===== config.mk =====
export PLATFORM = sky130hd
export DESIGN_NAME = cdf_chopper
export DESIGN_NICKNAME = d
export VERILOG_FILES = /design/src/design/cdf_pkg.sv /design/src/design/cdf_sync.sv /design/src/design/cdf_period.sv /design/src/design/cdf_chopper.sv
export SDC_FILE = /design/constraint.sdc
export NUM_CORES = 1
export LEC_CHECK = 0
export ABC_AREA = 1
export BUFFER_PORTS_ARGS = -buffer_cell sky130_fd_sc_hd__buf_2
export CORE_MARGIN = 8
export CORE_UTILIZATION = 28
export CTS_BUF_LIST = sky130_fd_sc_hd__clkbuf_4
export DETAILED_ROUTE_END_ITERATION = 8
export PLACE_DENSITY = 0.43
export SLEW_MARGIN = 20
export SYNTH_ARGS = -nofsm -noshare
export SYNTH_HDL_FRONTEND = slang
export SYNTH_SLANG_ARGS = --single-unit
export TNS_END_PERCENT = 1

===== constraint.sdc =====
create_clock -name clk_i -period 2.1 [get_ports clk_i]
set_clock_uncertainty 0.05 [all_clocks]
set_input_delay 0.42 -clock clk_i [delete_from_list [all_inputs] [get_ports clk_i]]
set_output_delay 0.42 -clock clk_i [all_outputs]
set_load 0.02 [all_outputs]

===== src/design/cdf_pkg.sv =====
// shared constants for the chopper decay and fault control block
package cdf_pkg;
  // one chopping period in oscillator clocks
  localparam int unsigned CHOP_PERIOD_CLK = 16;
  localparam int unsigned CNT_W = 4;
  localparam logic [CNT_W-1:0] CNT_LAST = 4'hF;
  localparam logic [CNT_W-1:0] CNT_ZERO = 4'h0;
  // fixed mixed-decay split: fast decay for the first slots of the decay part
  localparam logic [CNT_W-1:0] MIXED_DECAY_FAST_SLOTS = 4'h4;
  // step-resolution code that selects standby
  localparam logic [2:0] STEP_RES_STANDBY = 3'h0;
  // switch vector order: {high_side_first, high_side_second, low_side_first, low_side_second}
  localparam logic [3:0] SW_OFF = 4'h0;
  localparam logic [3:0] SW_CHARGE_FWD = 4'h9;
  localparam logic [3:0] SW_FAST_FWD = 4'h6;
  localparam logic [3:0] SW_SLOW = 4'h3;
  localparam logic [3:0] SW_CHARGE_REV = 4'h6;
  localparam logic [3:0] SW_FAST_REV = 4'h9;

  typedef enum logic [1:0] {
    CDF_MODE_OFF,
    CDF_MODE_CHARGE,
    CDF_MODE_SLOW,
    CDF_MODE_FAST
  } cdf_mode_t;

  // bridge pattern for a mode and current direction
  function automatic logic [3:0] cdf_pattern(input cdf_mode_t m, input logic fwd);
    case (m)
      CDF_MODE_CHARGE: cdf_pattern = fwd ? SW_CHARGE_FWD : SW_CHARGE_REV;
      CDF_MODE_SLOW: cdf_pattern = SW_SLOW;
      CDF_MODE_FAST: cdf_pattern = fwd ? SW_FAST_FWD : SW_FAST_REV;
      default: cdf_pattern = SW_OFF;
    endcase
  endfunction : cdf_pattern
endpackage : cdf_pkg


===== src/design/cdf_sync.sv =====
// three-stage synchroniser for asynchronous inputs
`timescale 1ns/1ps
`default_nettype none
module cdf_sync #(
  parameter int unsigned W = 1
) (
  input wire logic clk_i,
  input wire logic rst_i,
  input wire logic ce_i,
  input wire logic [W-1:0] async_i,
  output logic [W-1:0] sync_o
);
  logic [W-1:0] s1_r, s2_r, s3_r, held_r;
  logic [W-1:0] s1_nxt, s2_nxt, s3_nxt, held_nxt;

  // a change counts once stages two and three agree; stage one feeds only stage two
  always_comb begin
    s1_nxt = async_i;
    s2_nxt = s1_r;
    s3_nxt = s2_r;
    held_nxt = held_r;
    for (int i = 0; i < W; i++) begin
      if (s2_r[i] == s3_r[i]) begin
        held_nxt[i] = s3_r[i];
      end
    end
  end

  always_ff @(posedge clk_i) begin
    if (rst_i) begin
      s1_r <= '0;
      s2_r <= '0;
      s3_r <= '0;
      held_r <= '0;
    end else if (ce_i) begin
      s1_r <= s1_nxt;
      s2_r <= s2_nxt;
      s3_r <= s3_nxt;
      held_r <= held_nxt;
    end
  end

  assign sync_o = held_r;
endmodule : cdf_sync
`default_nettype wire


===== src/design/cdf_period.sv =====
// chopping period counter on the oscillator clock
`timescale 1ns/1ps
`default_nettype none
module cdf_period (
  input wire logic clk_i,
  input wire logic rst_i,
  input wire logic ce_i,
  input wire logic run_i,
  output logic [cdf_pkg::CNT_W-1:0] cnt_o,
  output logic wrap_o
);
  logic [cdf_pkg::CNT_W-1:0] cnt_r, cnt_nxt;

  // counter halts at zero while the oscillator is stopped
  always_comb begin
    if (!run_i) begin
      cnt_nxt = cdf_pkg::CNT_ZERO;
    end else begin
      cnt_nxt = cnt_r + 4'h1;
    end
  end

  always_ff @(posedge clk_i) begin
    if (rst_i) begin
      cnt_r <= cdf_pkg::CNT_ZERO;
    end else if (ce_i) begin
      cnt_r <= cnt_nxt;
    end
  end

  assign cnt_o = cnt_r;
  assign wrap_o = run_i && (cnt_r == cdf_pkg::CNT_LAST);
endmodule : cdf_period
`default_nettype wire


===== src/design/cdf_chopper.sv =====
// constant-current chopper with decay sequencing and open-drain fault flag
`timescale 1ns/1ps
`default_nettype none
module cdf_chopper (
  input wire logic clk_i,
  input wire logic rst_i,
  input wire logic ce_i,
  input wire logic [2:0] step_resolution_select_i,
  input wire logic current_fwd_i,
  input wire logic current_target_threshold_i,
  input wire logic thermal_shutdown_i,
  input wire logic overcurrent_shutdown_i,
  output logic high_side_first_o,
  output logic high_side_second_o,
  output logic low_side_first_o,
  output logic low_side_second_o,
  output logic fault_flag_out_o,
  output logic fault_flag_out_oe_n_o,
  output logic [1:0] mode_o
);
  // ----------------------------------------------------------------
  // input synchronisation
  // ----------------------------------------------------------------
  logic [6:0] raw_in, syn_in;
  assign raw_in = {step_resolution_select_i, current_fwd_i, current_target_threshold_i,
                   thermal_shutdown_i, overcurrent_shutdown_i};

  cdf_sync #(.W(7)) u_sync (
    .clk_i(clk_i),
    .rst_i(rst_i),
    .ce_i(ce_i),
    .async_i(raw_in),
    .sync_o(syn_in)
  );

  logic [2:0] step_sel;
  logic fwd, at_target, thermal_shutdown, overcurrent_shutdown;
  assign step_sel = syn_in[6:4];
  assign fwd = syn_in[3];
  assign at_target = syn_in[2];
  assign thermal_shutdown = syn_in[1];
  assign overcurrent_shutdown = syn_in[0];

  logic standby;
  assign standby = (step_sel == cdf_pkg::STEP_RES_STANDBY);

  // ----------------------------------------------------------------
  // shutdown latches
  // ----------------------------------------------------------------
  logic tsd_lat_r, tsd_lat_nxt, isd_lat_r, isd_lat_nxt;

  // a detection in the same cycle as a standby clear still latches
  always_comb begin
    tsd_lat_nxt = tsd_lat_r;
    isd_lat_nxt = isd_lat_r;
    if (standby) begin
      tsd_lat_nxt = 1'b0;
      isd_lat_nxt = 1'b0;
    end
    if (thermal_shutdown) begin
      tsd_lat_nxt = 1'b1;
    end
    if (overcurrent_shutdown) begin
      isd_lat_nxt = 1'b1;
    end
  end

  logic fault;
  assign fault = tsd_lat_r || isd_lat_r;

  // ----------------------------------------------------------------
  // chopping period
  // ----------------------------------------------------------------
  logic run;
  logic [cdf_pkg::CNT_W-1:0] cnt;
  logic wrap;
  // oscillator stops in standby and while a shutdown is latched
  assign run = !standby && !fault;

  cdf_period u_period (
    .clk_i(clk_i),
    .rst_i(rst_i),
    .ce_i(ce_i),
    .run_i(run),
    .cnt_o(cnt),
    .wrap_o(wrap)
  );

  // ----------------------------------------------------------------
  // decay state machine
  // ----------------------------------------------------------------
  cdf_pkg::cdf_mode_t mode_r, mode_nxt;
  logic [cdf_pkg::CNT_W-1:0] decay_cnt_r, decay_cnt_nxt;

  always_comb begin
    mode_nxt = mode_r;
    decay_cnt_nxt = decay_cnt_r;
    if (!run) begin
      mode_nxt = cdf_pkg::CDF_MODE_OFF;
      decay_cnt_nxt = cdf_pkg::CNT_ZERO;
    end else begin
      case (mode_r)
        cdf_pkg::CDF_MODE_OFF: begin
          mode_nxt = cdf_pkg::CDF_MODE_CHARGE;
        end
        cdf_pkg::CDF_MODE_CHARGE: begin
          // stays here past the period end until target is reached
          if (at_target) begin
            mode_nxt = cdf_pkg::CDF_MODE_FAST;
            decay_cnt_nxt = cdf_pkg::CNT_ZERO;
          end
        end
        cdf_pkg::CDF_MODE_FAST: begin
          decay_cnt_nxt = decay_cnt_r + 4'h1;
          if (wrap) begin
            mode_nxt = cdf_pkg::CDF_MODE_CHARGE;
          end else if (decay_cnt_r == cdf_pkg::MIXED_DECAY_FAST_SLOTS - 4'h1) begin
            mode_nxt = cdf_pkg::CDF_MODE_SLOW;
          end
        end
        cdf_pkg::CDF_MODE_SLOW: begin
          if (wrap) begin
            mode_nxt = cdf_pkg::CDF_MODE_CHARGE;
          end
        end
        default: begin
          mode_nxt = cdf_pkg::CDF_MODE_OFF;
        end
      endcase
    end
  end

  // ----------------------------------------------------------------
  // bridge drive with break-before-make
  // ----------------------------------------------------------------
  logic [3:0] sw_r, sw_nxt, target_sw;
  logic flag_r, flag_nxt;

  // a pattern change passes through all-off for one cycle so no leg shoots through
  always_comb begin
    flag_nxt = tsd_lat_nxt || isd_lat_nxt;
    target_sw = cdf_pkg::cdf_pattern(mode_nxt, fwd);
    // a fresh detection drops the bridge on the same edge that latches it
    if (!run || flag_nxt) begin
      sw_nxt = cdf_pkg::SW_OFF;
    end else if (sw_r != target_sw && sw_r != cdf_pkg::SW_OFF) begin
      sw_nxt = cdf_pkg::SW_OFF;
    end else begin
      sw_nxt = target_sw;
    end
  end

  always_ff @(posedge clk_i) begin
    if (rst_i) begin
      tsd_lat_r <= 1'b0;
      isd_lat_r <= 1'b0;
      mode_r <= cdf_pkg::CDF_MODE_OFF;
      decay_cnt_r <= cdf_pkg::CNT_ZERO;
      sw_r <= cdf_pkg::SW_OFF;
      flag_r <= 1'b0;
    end else if (ce_i) begin
      tsd_lat_r <= tsd_lat_nxt;
      isd_lat_r <= isd_lat_nxt;
      mode_r <= mode_nxt;
      decay_cnt_r <= decay_cnt_nxt;
      sw_r <= sw_nxt;
      flag_r <= flag_nxt;
    end
  end

  assign high_side_first_o = sw_r[3];
  assign high_side_second_o = sw_r[2];
  assign low_side_first_o = sw_r[1];
  assign low_side_second_o = sw_r[0];
  // pin level is always low; only the enable moves, so it never drives high
  assign fault_flag_out_o = 1'b0;
  assign fault_flag_out_oe_n_o = !flag_r;
  assign mode_o = mode_r;
endmodule : cdf_chopper
`default_nettype wire


==> results.txt, run 1 <==
----------------------------------------------------
[Setup path]
  CP max stage cell ... sky130_fd_sc_hd__dfxtp_2
  Crit path required time ... 2.36 ns
  Delay contributed by the slowest stage of the critical path ... roughly 0.37 ns
  Worst endpoint data arrival time ... between 2 and 2.5 ns
  Buffers and inverters on the worst path ... 1
  Flop-to-flop setup slack ... 0.24 ns
  Reg2Reg Depth ... 15
  Category of the critical setup timing path ... reg2reg
  Launching point of the worst reg2reg path ... u_period.cnt_o[1]
  Cell-by-cell trace of the critical path ... ha_1 -> clkinv_1 -> nor2_2 -> nand3_2 -> nand3_2 -> nand2_2 -> o21ai_4 -> nand2_1 -> nand2_1 -> nand2_1 -> nor2_2 -> nand2_1 -> nand2_2 -> nand2_1 -> a21oi_2
  Critical path launch point type ... register
  Capture instance of the worst register-to-register path ... sw_r[0]
  Critical path's most frequent cell ... sky130_fd_sc_hd__nand2_1
  Critical path peak fanout ... 4
  Cell type group with the largest total delay on the critical path ... simple AND/OR/NAND/NOR gates
  Category of the worst setup path capture point ... register

[Placement]
  Sum of net half-perimeters after detailed placement ... 3.082 mm
  Dpl cell area ... 0.002181 mm²
  Dpl cells ... 385
  Weighted congestion reported at the end of routability-driven placement ... 0.7397
  Port Buf Inserts ... 16

[Logic synthesis]
  Post-Synthesis Cell Area ... between 0.0015 and 0.002 mm²
  Synthesized instance count ... between 200 and 300
  Yosys Warn Count ... 0
  Portion of the post-synthesis area used by sequential elements ... 45.31%
  Distinct cells, synth ... 27
  Avg Inst Size Synth ... 7.126 µm²
  Portion of synthesized cell area occupied by the leading cell type ... 45.31%
  Syn Nets ... 291
  Cells taking the most area after synthesis ... sky130_fd_sc_hd__dfxtp_1, sky130_fd_sc_hd__nand2_1, sky130_fd_sc_hd__nor2_1
  Flop and latch count out of synthesis ... 45
  Largest area contributor in the netlist ... sky130_fd_sc_hd__dfxtp_1

[CTS]
  Inserted Clock Buffers ... 5
  Register clock-pin slew on the reported worst setup and hold paths ... around 0.16 ns
  Skew-Pair Late Insertion Delay ... 0.37 ns
  CTS HTree Levels ... 2
  Clk Tree Root Cell ... sky130_fd_sc_hd__clkbuf_4
  Sinks on the clock net ... 45
  CTS max path bufs ... 2
  Hold_buf cts ... 0
  TritonCTS clock tree ... yes

[Timing]
  Worst hold slack across all endpoints ... 0.2092 ns
  Max Fclk ... approximately 540 MHz
  Summed negative setup slack over all endpoints ... 0 ns
  Final setup viols ... 0
  Min cycle time layout ... 1.855 ns
  Total count of hold-check failures in the final report ... 0
  Share of the cycle needed by the critical path after routing ... 88.36%
  Setup repair after global routing missed its margin ... no
  Max Slew Vio Count ... 0

[Floorplan]
  Area enclosed by the die boundary ... approximately 0.01 mm²
  Number of top-level pins ... 18
  Overall die width ... 100.3 µm
  Die Y-Extent ... between 100 and 150 µm
  Std cell rows ... 30
  Initial Util ... 29.10%
  Area of the placeable core ... 0.006832 mm²

[Layout]
  Multi-input gate area ... around 970 µm²
  Non-filler cells, final ... approximately 390
  Number of filler cells placed in the layout ... ~780
  Layout-stage area growth over the synthesis result ... 15.17%
  Leading cell type in the layout, fill and taps excluded ... sky130_fd_sc_hd__nand2_1
  Commonest non-fill, non-tap cells in the layout ... sky130_fd_sc_hd__nand2_1, sky130_fd_sc_hd__dfxtp_1, sky130_fd_sc_hd__nor2_1, sky130_fd_sc_hd__o21ai_0, sky130_fd_sc_hd__a21oi_1
  Area of all sequential standard cells ... 903.4 µm²
  Share of final-layout standard cells stronger than drive strength 1 ... approximately 18%
  Antenna fix cells ... 0
  Net count, final ... 309
  Final design area excluding fillers ... approximately 0.0023 mm²

[Route]
  Final wirelength ... approximately 4.5 mm
  Detailed route wirelength on metal3 ... 176 µm
  Remaining number of nets flagged by the antenna check after routing ... 0
  Routed len/inst ... 11.31 µm
  DR WL met2 ... approximately 1.8 mm
  Routed length on met1 ... around 2.4 mm
  Number of vias after detailed routing ... 1,728
  Vias per cell ... between 4 and 5
  Top layer used by detailed routing ... met4
  DRC violations left ... 0
  DRT iter0 DRCs ... 120
  TritonRoute pass-1 iters ... 4

[Pwr]
  Sw frac ... about 26%
  Relative contribution of the clock network to total power ... 36.1%
  Sw Pwr ... just over 0.4 mW
  Cell Int Power ... 1.185 mW
  Overall power consumption ... roughly 1.6 mW
  Worst vdd rail ir drop ... ~0.41 mV
  Total power density per cell area ... between 600 and 700 mW/mm²
  Leakage Power ... slightly above 0.9 nW
  Fraction of power consumed by sequential logic ... 56.4%
  Share of total power in combinational logic ... around 7.5%

[GRT]
  Global routing usage summed across all routing layers ... under 10%
  First-pass GRT wire length ... 7.693 mm
  Aggregate global routing overflow ... 0
  Initial antenna violation count ... 0
  Pin count of the biggest net entering global routing ... 30
  Number of global-route vias before repair ... 1,650

[Run status]
  Status ... completed

[Min path]
  Hold WC Path Type ... in2reg
  Sink of the worst hold path ... u_sync.s1_r[3]
  Hold wc startpoint ... current_fwd_i
  Number of instances on the worst hold path ... 3

[Job]
  Max cap viols ... 0

----------------------------------------------------
logic make-up after synthesis:
family,synth area share (%)
simple gates,27.12
xor+xnor,0.8812
buf+inv,6.797
flops,45.31
compound gates,18.44
fa+ha+maj,1.258
other cells,0.1886
synth_stat cells (all sizes together):
library cell and count:
o211ai 2, nand2 66, dfxtp 45, buf 1
inv 23, nor3 3, o21bai 1, ha 2
xor2 2, or2 1, nor2 45, a211oi 2
clkinv 1, o21ai 32, a31oi 1, conb 1
clkbuf 10, nand4 1, a21oi 28, nand3 12
sequential cells by signal, summed over array words and instances, names as in the netlist:
signal and count:
decay_cnt_r 4, flag_r 1, isd_lat_r 1, mode_o 2
sw_r 4, tsd_lat_r 1, u_period.cnt_o 4, u_sync.s1_r 7
u_sync.s2_r 7, u_sync.s3_r 7, u_sync.sync_o 7
final cells by class:
class                   count  area share [%]
clock buffers               5           1.639
clock inverters             3           2.076
inverters                  24           3.934
multi-input cells         199           42.19
flip-flops and latches     45           39.45
well taps                  96           5.246
repair buffers             22           5.464
power groups by stage:
stage | sequential [mW] | clock [mW] | combinational (mW)
2_1_floorplan | 0.918 | 0 | 0.0814
3_3_place_gp | 0.920 | 0 | 0.121
3_5_place_dp | 0.920 | 0 | 0.121
4_1_cts | 0.901 | 0.604 | 0.122
5_1_grt | 0.905 | 0.636 | 0.140
6_report | 0.901 | 0.577 | 0.121
worst max-delay path by stage:
| stage | endpoint | cells after the start | slack (ns) | from |
|---|---|---|---|---|
| after global placement | sw_r[3] | 15 | 0.24 | u_period.cnt_o[0] |
| final | sw_r[0] | 15 | 0.24 | u_period.cnt_o[1] |
| after CTS | sw_r[0] | 15 | 0.20 | u_period.cnt_o[1] |
| after global routing | sw_r[0] | 15 | 0.007 | u_period.cnt_o[1] |
| after detailed placement | sw_r[0] | 15 | 0.24 | u_period.cnt_o[0] |
| after floorplan | sw_r[1] | 15 | 0.42 | u_period.cnt_o[0] |
worst reg2reg max path, stage by stage, from the launching register on:
cell	delay (ns)
sky130_fd_sc_hd__dfxtp_2	0.37
sky130_fd_sc_hd__ha_1	0.16
sky130_fd_sc_hd__clkinv_1	0.07
sky130_fd_sc_hd__nor2_2	0.11
sky130_fd_sc_hd__nand3_2	0.10
sky130_fd_sc_hd__nand3_2	0.10
sky130_fd_sc_hd__nand2_2	0.09
sky130_fd_sc_hd__o21ai_4	0.16
sky130_fd_sc_hd__nand2_1	0.06
sky130_fd_sc_hd__nand2_1	0.06
sky130_fd_sc_hd__nand2_1	0.06
sky130_fd_sc_hd__nor2_2	0.10
sky130_fd_sc_hd__nand2_1	0.06
sky130_fd_sc_hd__nand2_2	0.08
sky130_fd_sc_hd__nand2_1	0.07
sky130_fd_sc_hd__a21oi_2	0.10
repair_timing:
action	4_1_cts	5_1_grt
setup buffers	0	1
resized for setup	0	5
setup endpoints to repair	0	4
per-layer routing:
metal  track usage [%]  vias to the layer above
li1                  -                      936
met1             12.56                      768
met2             14.26                       22
met3             2.699                        2
met4             2.907                        0
met5                 0                        -
stage by stage:
step           utilization, %  setup WS (ns)
2_1_floorplan               -         0.4195
3_3_place_gp            31.92         0.2425
3_5_place_dp            31.92         0.2353
4_1_cts                 33.17         0.1966
5_1_grt                 33.52       0.007174
6_report                33.52         0.2445
(Power assumes the default switching activity.)
==> run 2: changes to the inputs <==
--- a/config.mk
+++ b/config.mk
@@ -6,7 +6,7 @@
 export NUM_CORES = 1
 export LEC_CHECK = 0
 export ABC_AREA = 1
-export BUFFER_PORTS_ARGS = -buffer_cell sky130_fd_sc_hd__buf_2
+export BUFFER_PORTS_ARGS = -buffer_cell sky130_fd_sc_hd__clkbuf_2
 export CORE_MARGIN = 8
 export CORE_UTILIZATION = 28
 export CTS_BUF_LIST = sky130_fd_sc_hd__clkbuf_4
==> results.txt, run 2 (same netlist as run 1, synthesis figures left out) <==
----------------------------------------------------
[Timing]
  Max Slew Vio Count ... 0
  Final setup viols ... 0
  Share of the cycle needed by the critical path after routing ... approximately 90%
  Total count of hold-check failures in the final report ... 0
  Summed negative setup slack over all endpoints ... 0 ns
  Min cycle time layout ... 1.846 ns
  Max Fclk ... around 540 MHz
  Worst hold slack across all endpoints ... 0.2137 ns
  Setup repair after global routing missed its margin ... no

[Route]
  TritonRoute pass-1 iters ... 4
  Vias per cell ... 4.447
  Remaining number of nets flagged by the antenna check after routing ... 0
  Routed len/inst ... 11.33 µm
  DRC violations left ... 0
  Final wirelength ... approximately 4.5 mm
  DRT iter0 DRCs ... 71
  Number of vias after detailed routing ... between 1,500 and 2,000

[GRT]
  Global routing usage summed across all routing layers ... 9.294%
  Pin count of the biggest net entering global routing ... 35
  First-pass GRT wire length ... roughly 7.6 mm
  Initial antenna violation count ... 0
  Aggregate global routing overflow ... 0
  Number of global-route vias before repair ... around 1,700

[Floorplan]
  Std cell rows ... 30
  Number of top-level pins ... 18
  Area of the placeable core ... 0.006832 mm²
  Initial Util ... between 20% and 30%
  Area enclosed by the die boundary ... 0.01005 mm²
  Die Y-Extent ... 100.3 µm
  Overall die width ... 100.3 µm

[Layout]
  Commonest non-fill, non-tap cells in the layout ... sky130_fd_sc_hd__nand2_1, sky130_fd_sc_hd__dfxtp_1, sky130_fd_sc_hd__nor2_1, sky130_fd_sc_hd__o21ai_0, sky130_fd_sc_hd__a21oi_1
  Leading cell type in the layout, fill and taps excluded ... sky130_fd_sc_hd__nand2_1
  Non-filler cells, final ... roughly 400
  Share of final-layout standard cells stronger than drive strength 1 ... 20.00%
  Antenna fix cells ... 0
  Layout-stage area growth over the synthesis result ... 16.30%
  Net count, final ... 311

[CTS]
  TritonCTS clock tree ... yes
  Skew-Pair Late Insertion Delay ... 0.36 ns
  CTS max path bufs ... 2
  Sinks on the clock net ... 45
  Hold_buf cts ... 0
  CTS HTree Levels ... 2
  Inserted Clock Buffers ... 5
  Register clock-pin slew on the reported worst setup and hold paths ... 0.15 ns
  Clk Tree Root Cell ... sky130_fd_sc_hd__clkbuf_4

[Pwr]
  Overall power consumption ... 1.461 mW
  Total power density per cell area ... 631.8 mW/mm²
  Fraction of power consumed by sequential logic ... 61.6%
  Relative contribution of the clock network to total power ... between 20 and 30%
  Sw Pwr ... 0.4037 mW
  Share of total power in combinational logic ... between 8 and 9%
  Leakage Power ... 0.9259 nW
  Cell Int Power ... 1.057 mW
  Sw frac ... 27.63%
  Worst vdd rail ir drop ... 0.2657 mV

[Job]
  Max cap viols ... 0

[Setup path]
  Category of the worst setup path capture point ... register
  Launching point of the worst reg2reg path ... u_period.cnt_o[1]
  Reg2Reg Depth ... 14
  Critical path launch point type ... register
  CP max stage cell ... sky130_fd_sc_hd__dfxtp_4
  Logic depth of the worst setup path including buffers ... 14
  Crit path required time ... about 2.4 ns
  Category of the critical setup timing path ... reg2reg
  Capture instance of the worst register-to-register path ... sw_r[0]
  Critical path peak fanout ... 4
  Buffers and inverters on the worst path ... 1
  Cell-by-cell trace of the critical path ... ha_4 -> inv_2 -> nor2_2 -> nand3_2 -> nand2_2 -> a21oi_2 -> o21ai_2 -> nand3_1 -> nand2_1 -> nor2_1 -> nand2_1 -> nand2_2 -> nand2_1 -> a21oi_2
  Critical path startpoint ... u_period.cnt_o[1]
  Delay contributed by the slowest stage of the critical path ... between 0.3 and 0.4 ns
  Endpoint of the most critical setup path ... sw_r[0]
  Critical path's most frequent cell ... sky130_fd_sc_hd__nand2_1
  Cell type group with the largest total delay on the critical path ... simple AND/OR/NAND/NOR gates
  Worst endpoint data arrival time ... 2.09 ns
  Flop-to-flop setup slack ... about 0.25 ns

[Run status]
  Status ... completed

[Min path]
  Hold WC Path Type ... in2reg

[Placement]
  Port Buf Inserts ... 16
  Sum of net half-perimeters after detailed placement ... 3.058 mm
  Weighted congestion reported at the end of routability-driven placement ... 0.7636
  Dpl cells ... 385

----------------------------------------------------
-- run 2: changes by cell type in the layout (fill, tap and decap cells not counted), sizes merged --
cell | before | now
clkbuf | 5 | 21
buf | 22 | 8
bufinv | 1 | 0
clkinvlp | 0 | 1
-- run 2: per-layer routing --
layer	global-route usage, %	vias up	wire, µm
met5	0	-	0
met4	3.837	0	77
li1	-	941	-
met1	11.62	781	2305
met2	14.62	32	1926
met3	2.561	7	176
-- run 2: worst min path at each step --
stage	from	to	slack, ns	depth (start not counted)
final	step_resolution_select_i[0]	u_sync.s1_r[4]	0.21	3
after global routing	step_resolution_select_i[2]	u_sync.s1_r[6]	0.18	3
after CTS	step_resolution_select_i[1]	u_sync.s1_r[5]	0.19	3
after detailed placement	u_sync.s3_r[5]	u_sync.s3_r[5]	0.41	2
after global placement	u_sync.s3_r[2]	u_sync.s3_r[2]	0.41	2
after floorplan	u_sync.s2_r[6]	u_sync.s3_r[6]	0.39	2
-- run 2: stage by stage --
stage               instance area, µm²  setup slack (ns)  util, %
floorplan                         1988            0.4195        -
global placement                  2181            0.2582    31.92
detailed placement                2181            0.2303    31.92
CTS                               2238            0.1798    32.77
global route                      2312          0.008611    33.85
finish                            2312            0.2542    33.85
-- run 2: power by group through the flow --
| stage | sequential, mW | combinational [mW] | clock, mW |
|---|---|---|---|
| 5_1_grt | 0.905 | 0.141 | 0.489 |
| 2_1_floorplan | 0.918 | 0.0814 | 0 |
| 6_report | 0.900 | 0.123 | 0.438 |
| 4_1_cts | 0.901 | 0.121 | 0.466 |
| 3_3_place_gp | 0.920 | 0.120 | 0 |
| 3_5_place_dp | 0.920 | 0.120 | 0 |
-- run 2: final cells by class --
class	count	area (µm²)
fillers	768	4519
multi-input cells	199	998.5
flip-flops and latches	45	905.9
repair buffers	24	140.1
well taps	96	120.1
inverters	24	90.09
clock buffers	5	37.54
clock inverters	3	20.02
-- run 2: worst min-delay path, stage by stage --
cell and delay (ns):
sky130_fd_sc_hd__clkbuf_2 0.07, sky130_fd_sc_hd__nor2_1 0.03, sky130_fd_sc_hd__nor2_1 0.08
-- run 2: timing repair --
item / CTS / global route
buffers inserted: 0 / 3
setup endpoints to repair: 0 / 4
gates resized for setup: 0 / 13
